`config.mk`:
```
export PLATFORM = sky130hd
export DESIGN_NAME = anbt_engine
export DESIGN_NICKNAME = d
export VERILOG_FILES = /design/src/anbt_pkg.sv /design/src/anbt_engine.sv
export SDC_FILE = /design/constraint.sdc
export NUM_CORES = 1
export LEC_CHECK = 0
export BUFFER_PORTS_ARGS = -buffer_cell sky130_fd_sc_hd__clkbuf_2
export CAP_MARGIN = 20
export CORE_MARGIN = 2
export CORE_UTILIZATION = 50
export CTS_CLUSTER_SIZE = 24
export DETAILED_ROUTE_END_ITERATION = 10
export PLACE_DENSITY = 0.71
export SLEW_MARGIN = 20
export SYNTH_ARGS = -nofsm -noshare
export SYNTH_HDL_FRONTEND = slang
export SYNTH_SLANG_ARGS = --single-unit
```
`constraint.sdc`:
```
create_clock -name core_clk -period 5.04 [get_ports core_clk]
set_input_delay 0.252 -clock core_clk [delete_from_list [all_inputs] [get_ports core_clk]]
set_output_delay 0.252 -clock core_clk [all_outputs]
set_load 0.005 [all_outputs]
```
`src/anbt_pkg.sv`:
```
// Notes on behaviour
// NOR single read samples at delay count
// Page read first word at delay count
// Later page words every interval count
// NAND read samples at delay count
// All counts multiplied by scale plus one
// Divider zero: bus clock equals functional; code drives the busy level instead
// Four chip selects, two wait inputs
// Write strobe width is off minus on
// Write cycle lasts scaled cycle length
// Read cycle lasts scaled read length
// Read strobe width is off minus on
// Half delay postpones edge half cycle
// Latch enable at its on count
// Write data valid on to cycle end
// Latch released at write off count
// Select released at write off count
// Read strobe on, select read off
// Functional clock source select fixed
// Functional clock never driven out
// Page interval held in its field
// Counts start at first cycle edge
// Software orders counts sensibly
package anbt_pkg;
  // ==========================================
  // Sizes
  localparam int CNT_W   = 5;
  localparam int SCALE_W = 2;
  localparam int TIME_W  = CNT_W + SCALE_W + 2;
  localparam int BUS_W   = 16;
  localparam int NUM_CS  = 4;
  localparam int NUM_WAIT = 2;
  localparam int PAGE_WORDS = 4;
  // ==========================================
  // Reset values
  localparam logic [BUS_W-1:0] BUS_RST = 16'h0000;
  // source select code for the functional clock
  localparam logic [1:0] FCLK_SEL_CODE = 2'h0;

  typedef enum logic [2:0] {
    ANBT_NOR_READ  = 3'h0,
    ANBT_NOR_PAGE  = 3'h1,
    ANBT_NOR_WRITE = 3'h2,
    ANBT_NAND_CMD  = 3'h3,
    ANBT_NAND_ADDR = 3'h4,
    ANBT_NAND_READ = 3'h5,
    ANBT_NAND_WRITE = 3'h6
  } anbt_kind_t;

  typedef enum logic [1:0] {
    ANBT_IDLE = 2'h0,
    ANBT_RUN  = 2'h1,
    ANBT_DONE = 2'h2
  } anbt_state_t;
endpackage

```
`src/anbt_engine.sv`:
```
`timescale 1ns/10ps
`default_nettype none
module anbt_engine #(
  parameter int NUM_SELECTS = 4
) (
  // Clock and reset
  input  wire logic                          core_clk,
  input  wire logic                          nrst,
  // Request
  input  wire logic                          start,
  input  wire anbt_pkg::anbt_kind_t          kind,
  input  wire logic [1:0]                    cs_index,
  input  wire logic [anbt_pkg::BUS_W-1:0]    wr_data,
  output logic                               busy,
  output logic                               done,
  // Read data
  output logic [anbt_pkg::BUS_W-1:0]         rd_data,
  output logic                               rd_valid,
  // Timing fields
  input  wire logic [anbt_pkg::SCALE_W-1:0]  timing_scale_select,
  input  wire logic [1:0]                    ext_clock_divider,
  input  wire logic [anbt_pkg::CNT_W-1:0]    select_on_count,
  input  wire logic [anbt_pkg::CNT_W-1:0]    select_read_off_count,
  input  wire logic [anbt_pkg::CNT_W-1:0]    select_write_off_count,
  input  wire logic [anbt_pkg::CNT_W-1:0]    latch_enable_on_count,
  input  wire logic [anbt_pkg::CNT_W-1:0]    latch_enable_write_off_count,
  input  wire logic [anbt_pkg::CNT_W-1:0]    read_strobe_on_count,
  input  wire logic [anbt_pkg::CNT_W-1:0]    read_strobe_off_count,
  input  wire logic [anbt_pkg::CNT_W-1:0]    write_strobe_on_count,
  input  wire logic [anbt_pkg::CNT_W-1:0]    write_strobe_off_count,
  input  wire logic [anbt_pkg::CNT_W-1:0]    read_cycle_length,
  input  wire logic [anbt_pkg::CNT_W-1:0]    write_cycle_length,
  input  wire logic [anbt_pkg::CNT_W-1:0]    data_sample_delay,
  input  wire logic [anbt_pkg::CNT_W-1:0]    page_sample_interval,
  input  wire logic                          select_half_delay,
  input  wire logic                          latch_half_delay,
  input  wire logic                          read_strobe_half_delay,
  input  wire logic                          write_strobe_half_delay,
  // Flash pins
  output logic [NUM_SELECTS-1:0]             chip_select_n,
  input  wire logic [anbt_pkg::NUM_WAIT-1:0] wait_input,
  output logic                               write_strobe_n,
  output logic                               read_strobe_n,
  output logic                               byte_enable_command_latch,
  output logic                               address_valid_latch,
  output logic                               external_bus_clock,
  input  wire logic [anbt_pkg::BUS_W-1:0]    addr_data_bus_in,
  output logic [anbt_pkg::BUS_W-1:0]         addr_data_bus_out,
  output logic                               addr_data_bus_oe
);
  import anbt_pkg::*;

  // four selects only
  initial begin
    if (NUM_SELECTS != NUM_CS) begin
      $error("NUM_SELECTS must be four");
    end
  end

  // ==========================================
  // Scaling
  // scale by select plus one
  function automatic logic [TIME_W-1:0] scaled(
    input logic [CNT_W-1:0]   c,
    input logic [SCALE_W-1:0] s
  );
    logic [TIME_W-1:0] m;
    m = TIME_W'(s) + TIME_W'(1);
    return TIME_W'(TIME_W'(c) * m);
  endfunction

  anbt_state_t                state;
  anbt_kind_t                 cur_kind;
  logic [1:0]                 cur_cs;
  logic [TIME_W-1:0]          tick;
  logic [TIME_W-1:0]          next_sample;
  logic [1:0]                 page_word;
  logic [BUS_W-1:0]           wdata;
  logic                       cs_act;
  logic                       le_act;
  logic                       re_act;
  logic                       we_act;
  logic                       is_read;
  logic                       is_nand_wr;
  logic [TIME_W-1:0]          cyc_end;
  logic [TIME_W-1:0]          cs_off;
  logic [TIME_W-1:0]          page_ext;

  assign is_read = (cur_kind == ANBT_NOR_READ) ||
                   (cur_kind == ANBT_NOR_PAGE) ||
                   (cur_kind == ANBT_NAND_READ);
  assign is_nand_wr = (cur_kind == ANBT_NAND_CMD) ||
                      (cur_kind == ANBT_NAND_ADDR) ||
                      (cur_kind == ANBT_NAND_WRITE);
  // three later address phases stretch select, strobe and cycle
  assign page_ext = (cur_kind == ANBT_NOR_PAGE) ?
    TIME_W'(scaled(page_sample_interval, timing_scale_select) * 3) :
    TIME_W'(0);
  // scaled cycle lengths; page reads add interval per later word
  assign cyc_end = is_read ?
    scaled(read_cycle_length, timing_scale_select) + page_ext :
    scaled(write_cycle_length, timing_scale_select);
  // select released at its off count
  assign cs_off = is_read ?
    scaled(select_read_off_count, timing_scale_select) + page_ext :
    scaled(select_write_off_count, timing_scale_select);

  // ==========================================
  // Sequencer
  // counting from first edge of the cycle
  always_ff @(posedge core_clk or negedge nrst) begin
    if (!nrst) begin
      state    <= ANBT_IDLE;
      cur_kind <= ANBT_NOR_READ;
      cur_cs   <= 2'h0;
      tick     <= '0;
      wdata    <= BUS_RST;
    end else begin
      unique case (state)
        ANBT_IDLE: begin
          tick <= '0;
          if (start) begin
            state    <= ANBT_RUN;
            cur_kind <= kind;
            cur_cs   <= cs_index;
            wdata    <= wr_data;
          end
        end
        ANBT_RUN: begin
          tick <= tick + TIME_W'(1);
          if (tick + TIME_W'(1) >= cyc_end) begin
            state <= ANBT_DONE;
          end
        end
        ANBT_DONE: begin
          state <= ANBT_IDLE;
        end
        default: state <= ANBT_IDLE;
      endcase
    end
  end

  assign busy = (state != ANBT_IDLE);
  assign done = (state == ANBT_DONE);

  // ==========================================
  // Strobe windows, full-cycle resolution
  always_ff @(posedge core_clk or negedge nrst) begin
    if (!nrst) begin
      cs_act <= 1'b0;
      le_act <= 1'b0;
      re_act <= 1'b0;
      we_act <= 1'b0;
    end else if (state == ANBT_RUN) begin
      // select on at its on count
      cs_act <= (tick >= scaled(select_on_count, timing_scale_select)) &&
                (tick < cs_off);
      // latch from on count to write off count
      le_act <= ((cur_kind == ANBT_NAND_CMD) ||
                 (cur_kind == ANBT_NAND_ADDR) || !is_nand_wr) &&
                (tick >= scaled(latch_enable_on_count, timing_scale_select)) &&
                (tick < scaled(latch_enable_write_off_count,
                               timing_scale_select));
      // read strobe off minus on wide
      re_act <= is_read &&
                (tick >= scaled(read_strobe_on_count, timing_scale_select)) &&
                (tick < scaled(read_strobe_off_count, timing_scale_select) +
                        page_ext);
      // write strobe off minus on wide
      we_act <= !is_read &&
                (tick >= scaled(write_strobe_on_count, timing_scale_select)) &&
                (tick < scaled(write_strobe_off_count, timing_scale_select));
    end else begin
      cs_act <= 1'b0;
      le_act <= 1'b0;
      re_act <= 1'b0;
      we_act <= 1'b0;
    end
  end

  // ==========================================
  // Half-cycle postponement
  // falling-edge copies add half a period
  logic cs_neg;
  logic le_neg;
  logic re_neg;
  logic we_neg;
  always_ff @(negedge core_clk or negedge nrst) begin
    if (!nrst) begin
      cs_neg <= 1'b0;
      le_neg <= 1'b0;
      re_neg <= 1'b0;
      we_neg <= 1'b0;
    end else begin
      cs_neg <= cs_act;
      le_neg <= le_act;
      re_neg <= re_act;
      we_neg <= we_act;
    end
  end

  logic cs_on;
  logic we_on;
  assign cs_on = select_half_delay ? cs_neg : cs_act;
  assign we_on = write_strobe_half_delay ? we_neg : we_act;
  always_comb begin
    for (int i = 0; i < NUM_SELECTS; i++) begin
      chip_select_n[i] = !(cs_on && (cur_cs == 2'(i)));
    end
  end
  assign write_strobe_n = !we_on;
  assign read_strobe_n  = !(read_strobe_half_delay ? re_neg : re_act);
  // Command cycles use the byte-enable pin as latch
  assign byte_enable_command_latch = (cur_kind == ANBT_NAND_CMD) ?
    (latch_half_delay ? le_neg : le_act) : 1'b0;
  assign address_valid_latch = (cur_kind == ANBT_NAND_ADDR) ?
    (latch_half_delay ? le_neg : le_act) :
    ((cur_kind == ANBT_NAND_CMD) ? 1'b0 :
     !(latch_half_delay ? le_neg : le_act));

  // ==========================================
  // Write data drive
  // data valid from strobe on to cycle end
  always_ff @(posedge core_clk or negedge nrst) begin
    if (!nrst) begin
      addr_data_bus_oe  <= 1'b0;
      addr_data_bus_out <= BUS_RST;
    end else begin
      addr_data_bus_oe  <= (state == ANBT_RUN) && !is_read &&
        (tick >= scaled(write_strobe_on_count, timing_scale_select));
      addr_data_bus_out <= wdata;
    end
  end

  // ==========================================
  // Read capture
  // first sample at scaled delay
  // later page words every interval
  always_ff @(posedge core_clk or negedge nrst) begin
    if (!nrst) begin
      rd_data     <= BUS_RST;
      rd_valid    <= 1'b0;
      next_sample <= '0;
      page_word   <= 2'h0;
    end else begin
      rd_valid <= 1'b0;
      if (state == ANBT_IDLE) begin
        next_sample <= scaled(data_sample_delay, timing_scale_select);
        page_word   <= 2'h0;
      end else if (state == ANBT_RUN && is_read && tick == next_sample &&
                   (page_word == 2'h0 || cur_kind == ANBT_NOR_PAGE)) begin
        rd_data     <= addr_data_bus_in;
        rd_valid    <= 1'b1;
        page_word   <= page_word + 2'h1;
        next_sample <= (cur_kind == ANBT_NOR_PAGE && page_word != 2'h3) ?
          tick + scaled(page_sample_interval, timing_scale_select) :
          {TIME_W{1'b1}};
      end
    end
  end

  // ==========================================
  // Bus clock
  // divider zero passes busy level, not functional rate
  // Functional clock itself never leaves; a toggle stands in for divided rates
  logic [1:0] div_cnt;
  logic       div_clk;
  always_ff @(posedge core_clk or negedge nrst) begin
    if (!nrst) begin
      div_cnt <= 2'h0;
      div_clk <= 1'b0;
    end else if (div_cnt >= ext_clock_divider) begin
      div_cnt <= 2'h0;
      div_clk <= !div_clk;
    end else begin
      div_cnt <= div_cnt + 2'h1;
    end
  end
  assign external_bus_clock = (ext_clock_divider == 2'h0) ? busy : div_clk;

  // ==========================================
  // Checks
  // write cycle length
  a_write_cycle_len: assert property (@(posedge core_clk) disable iff (!nrst)
    (state == ANBT_RUN && !is_read && tick + TIME_W'(1) >= cyc_end)
      |=> done)
    else $error("write cycle overran its length");
  // read cycle length
  a_read_cycle_len: assert property (@(posedge core_clk) disable iff (!nrst)
    (state == ANBT_RUN && is_read && tick < cyc_end - TIME_W'(1)) |=> !done)
    else $error("read cycle ended early");
  // sample moment
  a_sample_time: assert property (@(posedge core_clk) disable iff (!nrst)
    rd_valid && page_word == 2'h1 |->
      $past(tick) == scaled(data_sample_delay, timing_scale_select))
    else $error("first sample at wrong cycle");
  // write strobe off before on count
  a_strobe_early: assert property (@(posedge core_clk) disable iff (!nrst)
    (state == ANBT_RUN &&
     tick < scaled(write_strobe_on_count, timing_scale_select)) |=> !we_act)
    else $error("write strobe too early");
  // read strobe never on a write
  a_read_on_write: assert property (@(posedge core_clk) disable iff (!nrst)
    (busy && !is_read) |=> !re_act)
    else $error("read strobe on a write");
  // data driven while strobe active
  a_data_with_we: assert property (@(posedge core_clk) disable iff (!nrst)
    we_act |=> addr_data_bus_oe)
    else $error("write data not driven");
  // one select at a time
  a_one_select: assert property (@(posedge core_clk) disable iff (!nrst)
    $countones(~chip_select_n) <= 1)
    else $error("several selects low");
  // idle leaves select, read strobe and write strobe released
  a_idle_quiet: assert property (@(posedge core_clk) disable iff (!nrst)
    (state == ANBT_IDLE) [*2] |-> !cs_act && !we_act && !re_act)
    else $error("strobe active while idle");
endmodule
`default_nettype wire

```
Word-level counts from Yosys, hierarchy flattened

Index checks and enable logic that the tools add are counted.

Add/subtract/negate cells: 8
Multiply operators: 14
$lt $le $gt $ge: 10
Equal/unequal tests: 14
Muxes and demuxes: 27
Bitwise operators: 1
Reductions and logical operators: 44

Operator list:

| operator            | number |
|---|---|
| $mul 5x9->9         | 12 |
| $mux 9              | 6 |
| $ge 9x9->1          | 5 |
| $lt 9x9->1          | 4 |
| $add 9x9->9         | 3 |
| $pmux 9 s2          | 1 |
| $logic_and 1x1->1   | 17 |
| $mux 1              | 14 |
| $logic_not 1->1     | 10 |
| $mux 2              | 5 |
| $add 9x1->9 const B | 1 |
| $add 9x8->9         | 1 |
| $eq 3x3->1 const B  | 3 |
| $eq 9x9->1          | 1 |
| $mul 9x2->9 const B | 1 |
| $logic_not 2->1     | 4 |
| $mul 5x3->8         | 1 |
| $eq 2x2->1 const B  | 3 |
| $logic_or 1x1->1    | 6 |
| $ne 2x2->1 const B  | 3 |
| $reduce_and 2->1    | 3 |
| $reduce_bool 2->1   | 3 |
| $add 2x1->2 const B | 2 |
| $eq 2x1->1 const B  | 2 |
| other kinds (7)     | 7 |

Bits in registers: 88

Longest topological paths before layout

Depth in word-level cells: 9
Depth in mapped cells: 29

==> impl_summary.txt <==
----------------------------------------------------
[Synth]
  Number of synthesized flops with an enable pin ... 0
  Fraction of the yosys area taken by sequential cells ... 0.1993
  Async SR Flop Fraction ... 1.000
  Flip-flop and latch count after synthesis ... between 80 and 90
  Area of the mapped netlist ... roughly 11000 um^2
  Synth Flop Type ... sky130_fd_sc_hd__dfrtp_1
  Cell variety after synth ... 62
  Syn_nets ... 1600
  Count of yosys warnings during synthesis ... 0
  Post-Synthesis Cells ... 1222
  Average instance area after synthesis ... approximately 9.0 um^2

[Power]
  Leakage power ... ~7 nW
  Power Total ... approximately 4.6 mW
  Peak supply drop ... between 200 and 250 uV
  Power per cell area ... 351.9 nW/um^2

[STA]
  Fin. max-slew vios ... 0
  Final period utilization ... 1.005
  Highest achievable clock rate ... approximately 200 MHz
  Post-route minimum period ... approximately 5.1 ns
  Max-Slew Margin vs Limit ... 0.2806
  PnR worst setup slack ... -0.02532 ns
  Endpoints failing setup ... 1
  Unrepaired setup endpoints after global routing ... true
  Number of hold-slack violations in the final timing report ... 0
  Transition time at the pin with the least slew margin ... approximately 1.1 ns
  Setup clock skew after layout ... 0.009820 ns

[Route]
  Ratio of routed vias to standard cells ... about 5.3
  Number of DRC markers after the initial detailed-route iteration ... approximately 350
  Total Wirelength ... between 20 and 30 mm
  Post-route ant nets ... 0
  Highest routing layer actually used ... met4
  First-pass detailed-route iteration total ... 5
  Detailed route wirelength on metal2 ... about 12 mm
  Total via count in the routed design ... roughly 9000
  Routed wire length per instance ... between 15 and 20 um
  Routed length on met1 ... about 12 mm
  Met3 routed WL ... roughly 1.1 mm
  # DRC ... 0

[Worst hold path]
  Hold crit path type ... in -> reg
  Hold path startpoint ... addr_data_bus_in[14]
  Worst Hold End ... rd_data[14]
  Number of stages on the worst hold path ... 2

[Final layout]
  ANT cells ... 0
  Number of non-filler instances in the completed layout ... between 1500 and 2000
  Commonest cells after routing, fill and taps aside ... sky130_fd_sc_hd__ha_1 (183), sky130_fd_sc_hd__clkbuf_2 (154), sky130_fd_sc_hd__inv_1 (136)
  Footprint of the multi-input gates ... 8416 um^2
  Layout filler cell count ... between 1500 and 2000
  Seq. cell area ... between 2000 and 2500 um^2
  Share of post-route cells with drive strength above 1 ... 0.2203
  Layout-stage area growth over the synthesis result ... 18.47%
  Final nets ... between 1500 and 2000
  Most common cell after layout, fill and taps aside ... sky130_fd_sc_hd__ha_1

[Global routing]
  Vias in the first global route ... between 9000 and 10000
  Residual overflow from global routing ... 0
  Combined global-route utilization of all metal layers ... 0.2269
  Pin count of the biggest net entering global routing ... between 60 and 70
  First-pass GRT wire length ... approximately 44 mm
  Number of antenna violations at the first check in global routing ... 0

[Critical path]
  Kind of start point of the critical path ... primary input
  Required time of the worst setup path ... about 5.3 ns
  Reg2reg path depth ... 17
  Crit Path Max Fanout ... 5
  Buf/Inv on CP ... 4
  Setup slack, reg-to-reg ... approximately 0.9 ns
  Class of the most critical setup path ... in -> reg
  Kind of cell with the highest combined delay on the critical path ... adder cells
  Kind of end point of the critical path ... flip-flop
  FF-to-FF End ... state[0]
  Critical path's most frequent cell ... sky130_fd_sc_hd__ha_4
  Critical register-to-register path startpoint ... cur_kind[1]
  CP peak stage delay ... slightly above 0.5 ns
  Slowest stage cell, crit path ... sky130_fd_sc_hd__fa_1
  CP Data Arrival Time ... 5.29 ns

[CTS]
  Clock sink count ... a little under 90
  Cell at the root of the clock tree ... sky130_fd_sc_hd__clkbuf_16
  Clock buffer depth ... 2
  Clock tree from TritonCTS ... built
  Number of buffers inserted during clock tree synthesis ... 9
  Level count of the clock H-tree ... 3
  CTS clk-pin slew, worst paths ... 0.07 ns
  Worst-Skew Late Latency ... about 0.34 ns

[Floorplan]
  Die Ht ... 152.7 um
  Ports ... 160
  Total die area ... 23300 um^2
  Std cell rows ... 54
  Core Box Area ... ~22000 um^2
  Die Width ... 152.7 um
  Initial standard-cell utilization of the core ... 0.5079

[Run status]
  Failing checks ... negative setup slack
  Result of the run ... finished, violations left

[Place]
  RePlAce Congestion ... 0.8880
  Number of buffer cells added on primary ports ... 157
  HPWL after detailed placement ... ~21 mm
  Placed cells ... 1678

[Job]
  Number of maximum-capacitance constraint violations ... 0

----------------------------------------------------
## logic make-up (layout without fill, tap and decap cells)
group	after synthesis	count (layout)	synth area share
AOI/OAI and AO/OA	219	219	0.1213
xor gates and xnor gates	74	74	0.05934
adders and majority gates	263	263	0.3447
buffers and inverters	180	379	0.06217
DFF	88	88	0.1993
muxes	46	46	0.04643
and+or+nand+nor	352	352	0.1668
## layer usage
layer	up-vias	GRT usage
met3	31	0.02361
met2	186	0.3878
met4	0	0.05335
met1	4265	0.3113
met5	-	0
li1	4458	-
## cell usage after synthesis, types with 29 or more instances
library cell	count	area, um^2
sky130_fd_sc_hd__o21ai_0	45	225.2
sky130_fd_sc_hd__and2_1	51	319.1
sky130_fd_sc_hd__nor2_1	36	135.1
sky130_fd_sc_hd__fa_1	69	1381
sky130_fd_sc_hd__a21oi_1	76	380.4
sky130_fd_sc_hd__inv_1	141	529.3
sky130_fd_sc_hd__xnor2_1	45	394.1
sky130_fd_sc_hd__dfrtp_1	84	2102
sky130_fd_sc_hd__clkbuf_1	29	108.9
sky130_fd_sc_hd__nor2b_1	44	275.3
sky130_fd_sc_hd__nand2b_1	54	337.8
sky130_fd_sc_hd__nand2_1	118	442.9
sky130_fd_sc_hd__a21o_1	36	270.3
sky130_fd_sc_hd__ha_1	194	2427
## power by group
part | internal [mW] | switching, mW
Combinational | 1.32 | 1.36
Clock | 0.350 | 0.305
Sequential | 1.00 | 0.269
## state kept, by name, summed over array words and instances, names as in the netlist, 2 cells and up
| register | cells |
|---|---|
| addr_data_bus_out | 16 |
| rd_data | 16 |
| wdata | 16 |
| next_sample | 9 |
| tick | 9 |
| cur_kind | 3 |
| cur_cs | 2 |
| div_cnt | 2 |
| page_word | 2 |
| state | 2 |
## stage by stage
stage	cell area (um^2)	hold WS (ns)	util	TNS (ns)	setup slack, ns
2_1_floorplan	11250	-0.04359	-	-0.7951	-0.2924
3_3_place_gp	12630	0.1865	0.5805	-1.171	-0.4015
3_5_place_dp	12630	0.1886	0.5805	-1.865	-0.5600
4_1_cts	12960	0.1112	0.5959	0	0.007042
5_1_grt	13090	0.1222	0.6017	-0.6919	-0.2054
6_report	13090	0.1260	0.6017	-0.02532	-0.02532
## area by class of cell
class                   count  area share
multi-input cells         954      0.6429
flip-flops and latches     88      0.1682
repair buffers            220     0.09874
inverters                 143     0.04101
well taps                 280     0.02676
clock buffers               9     0.01721
clock inverters             7    0.005162
## repair_timing
action / CTS / global route
pin swaps: 4 / 17
hold buffers: 1 / 0
hold endpoints to repair: 22 / 0
endpoints found under the setup margin: 3 / 4
resized for setup: 4 / 23
buffers inserted: 3 / 3
## worst max-delay path by stage
stage,to,cells past startpoint,start,slack [ns]
global route,cs_act,26,timing_scale_select[0],-0.21
floorplan,state[0],29,timing_scale_select[1],-0.29
detailed placement,state[0],24,timing_scale_select[0],-0.56
global placement,state[0],24,timing_scale_select[0],-0.40
finish,state[0],29,timing_scale_select[0],-0.03
CTS,state[0],27,timing_scale_select[0],0.007
(Power assumes the default switching activity.)
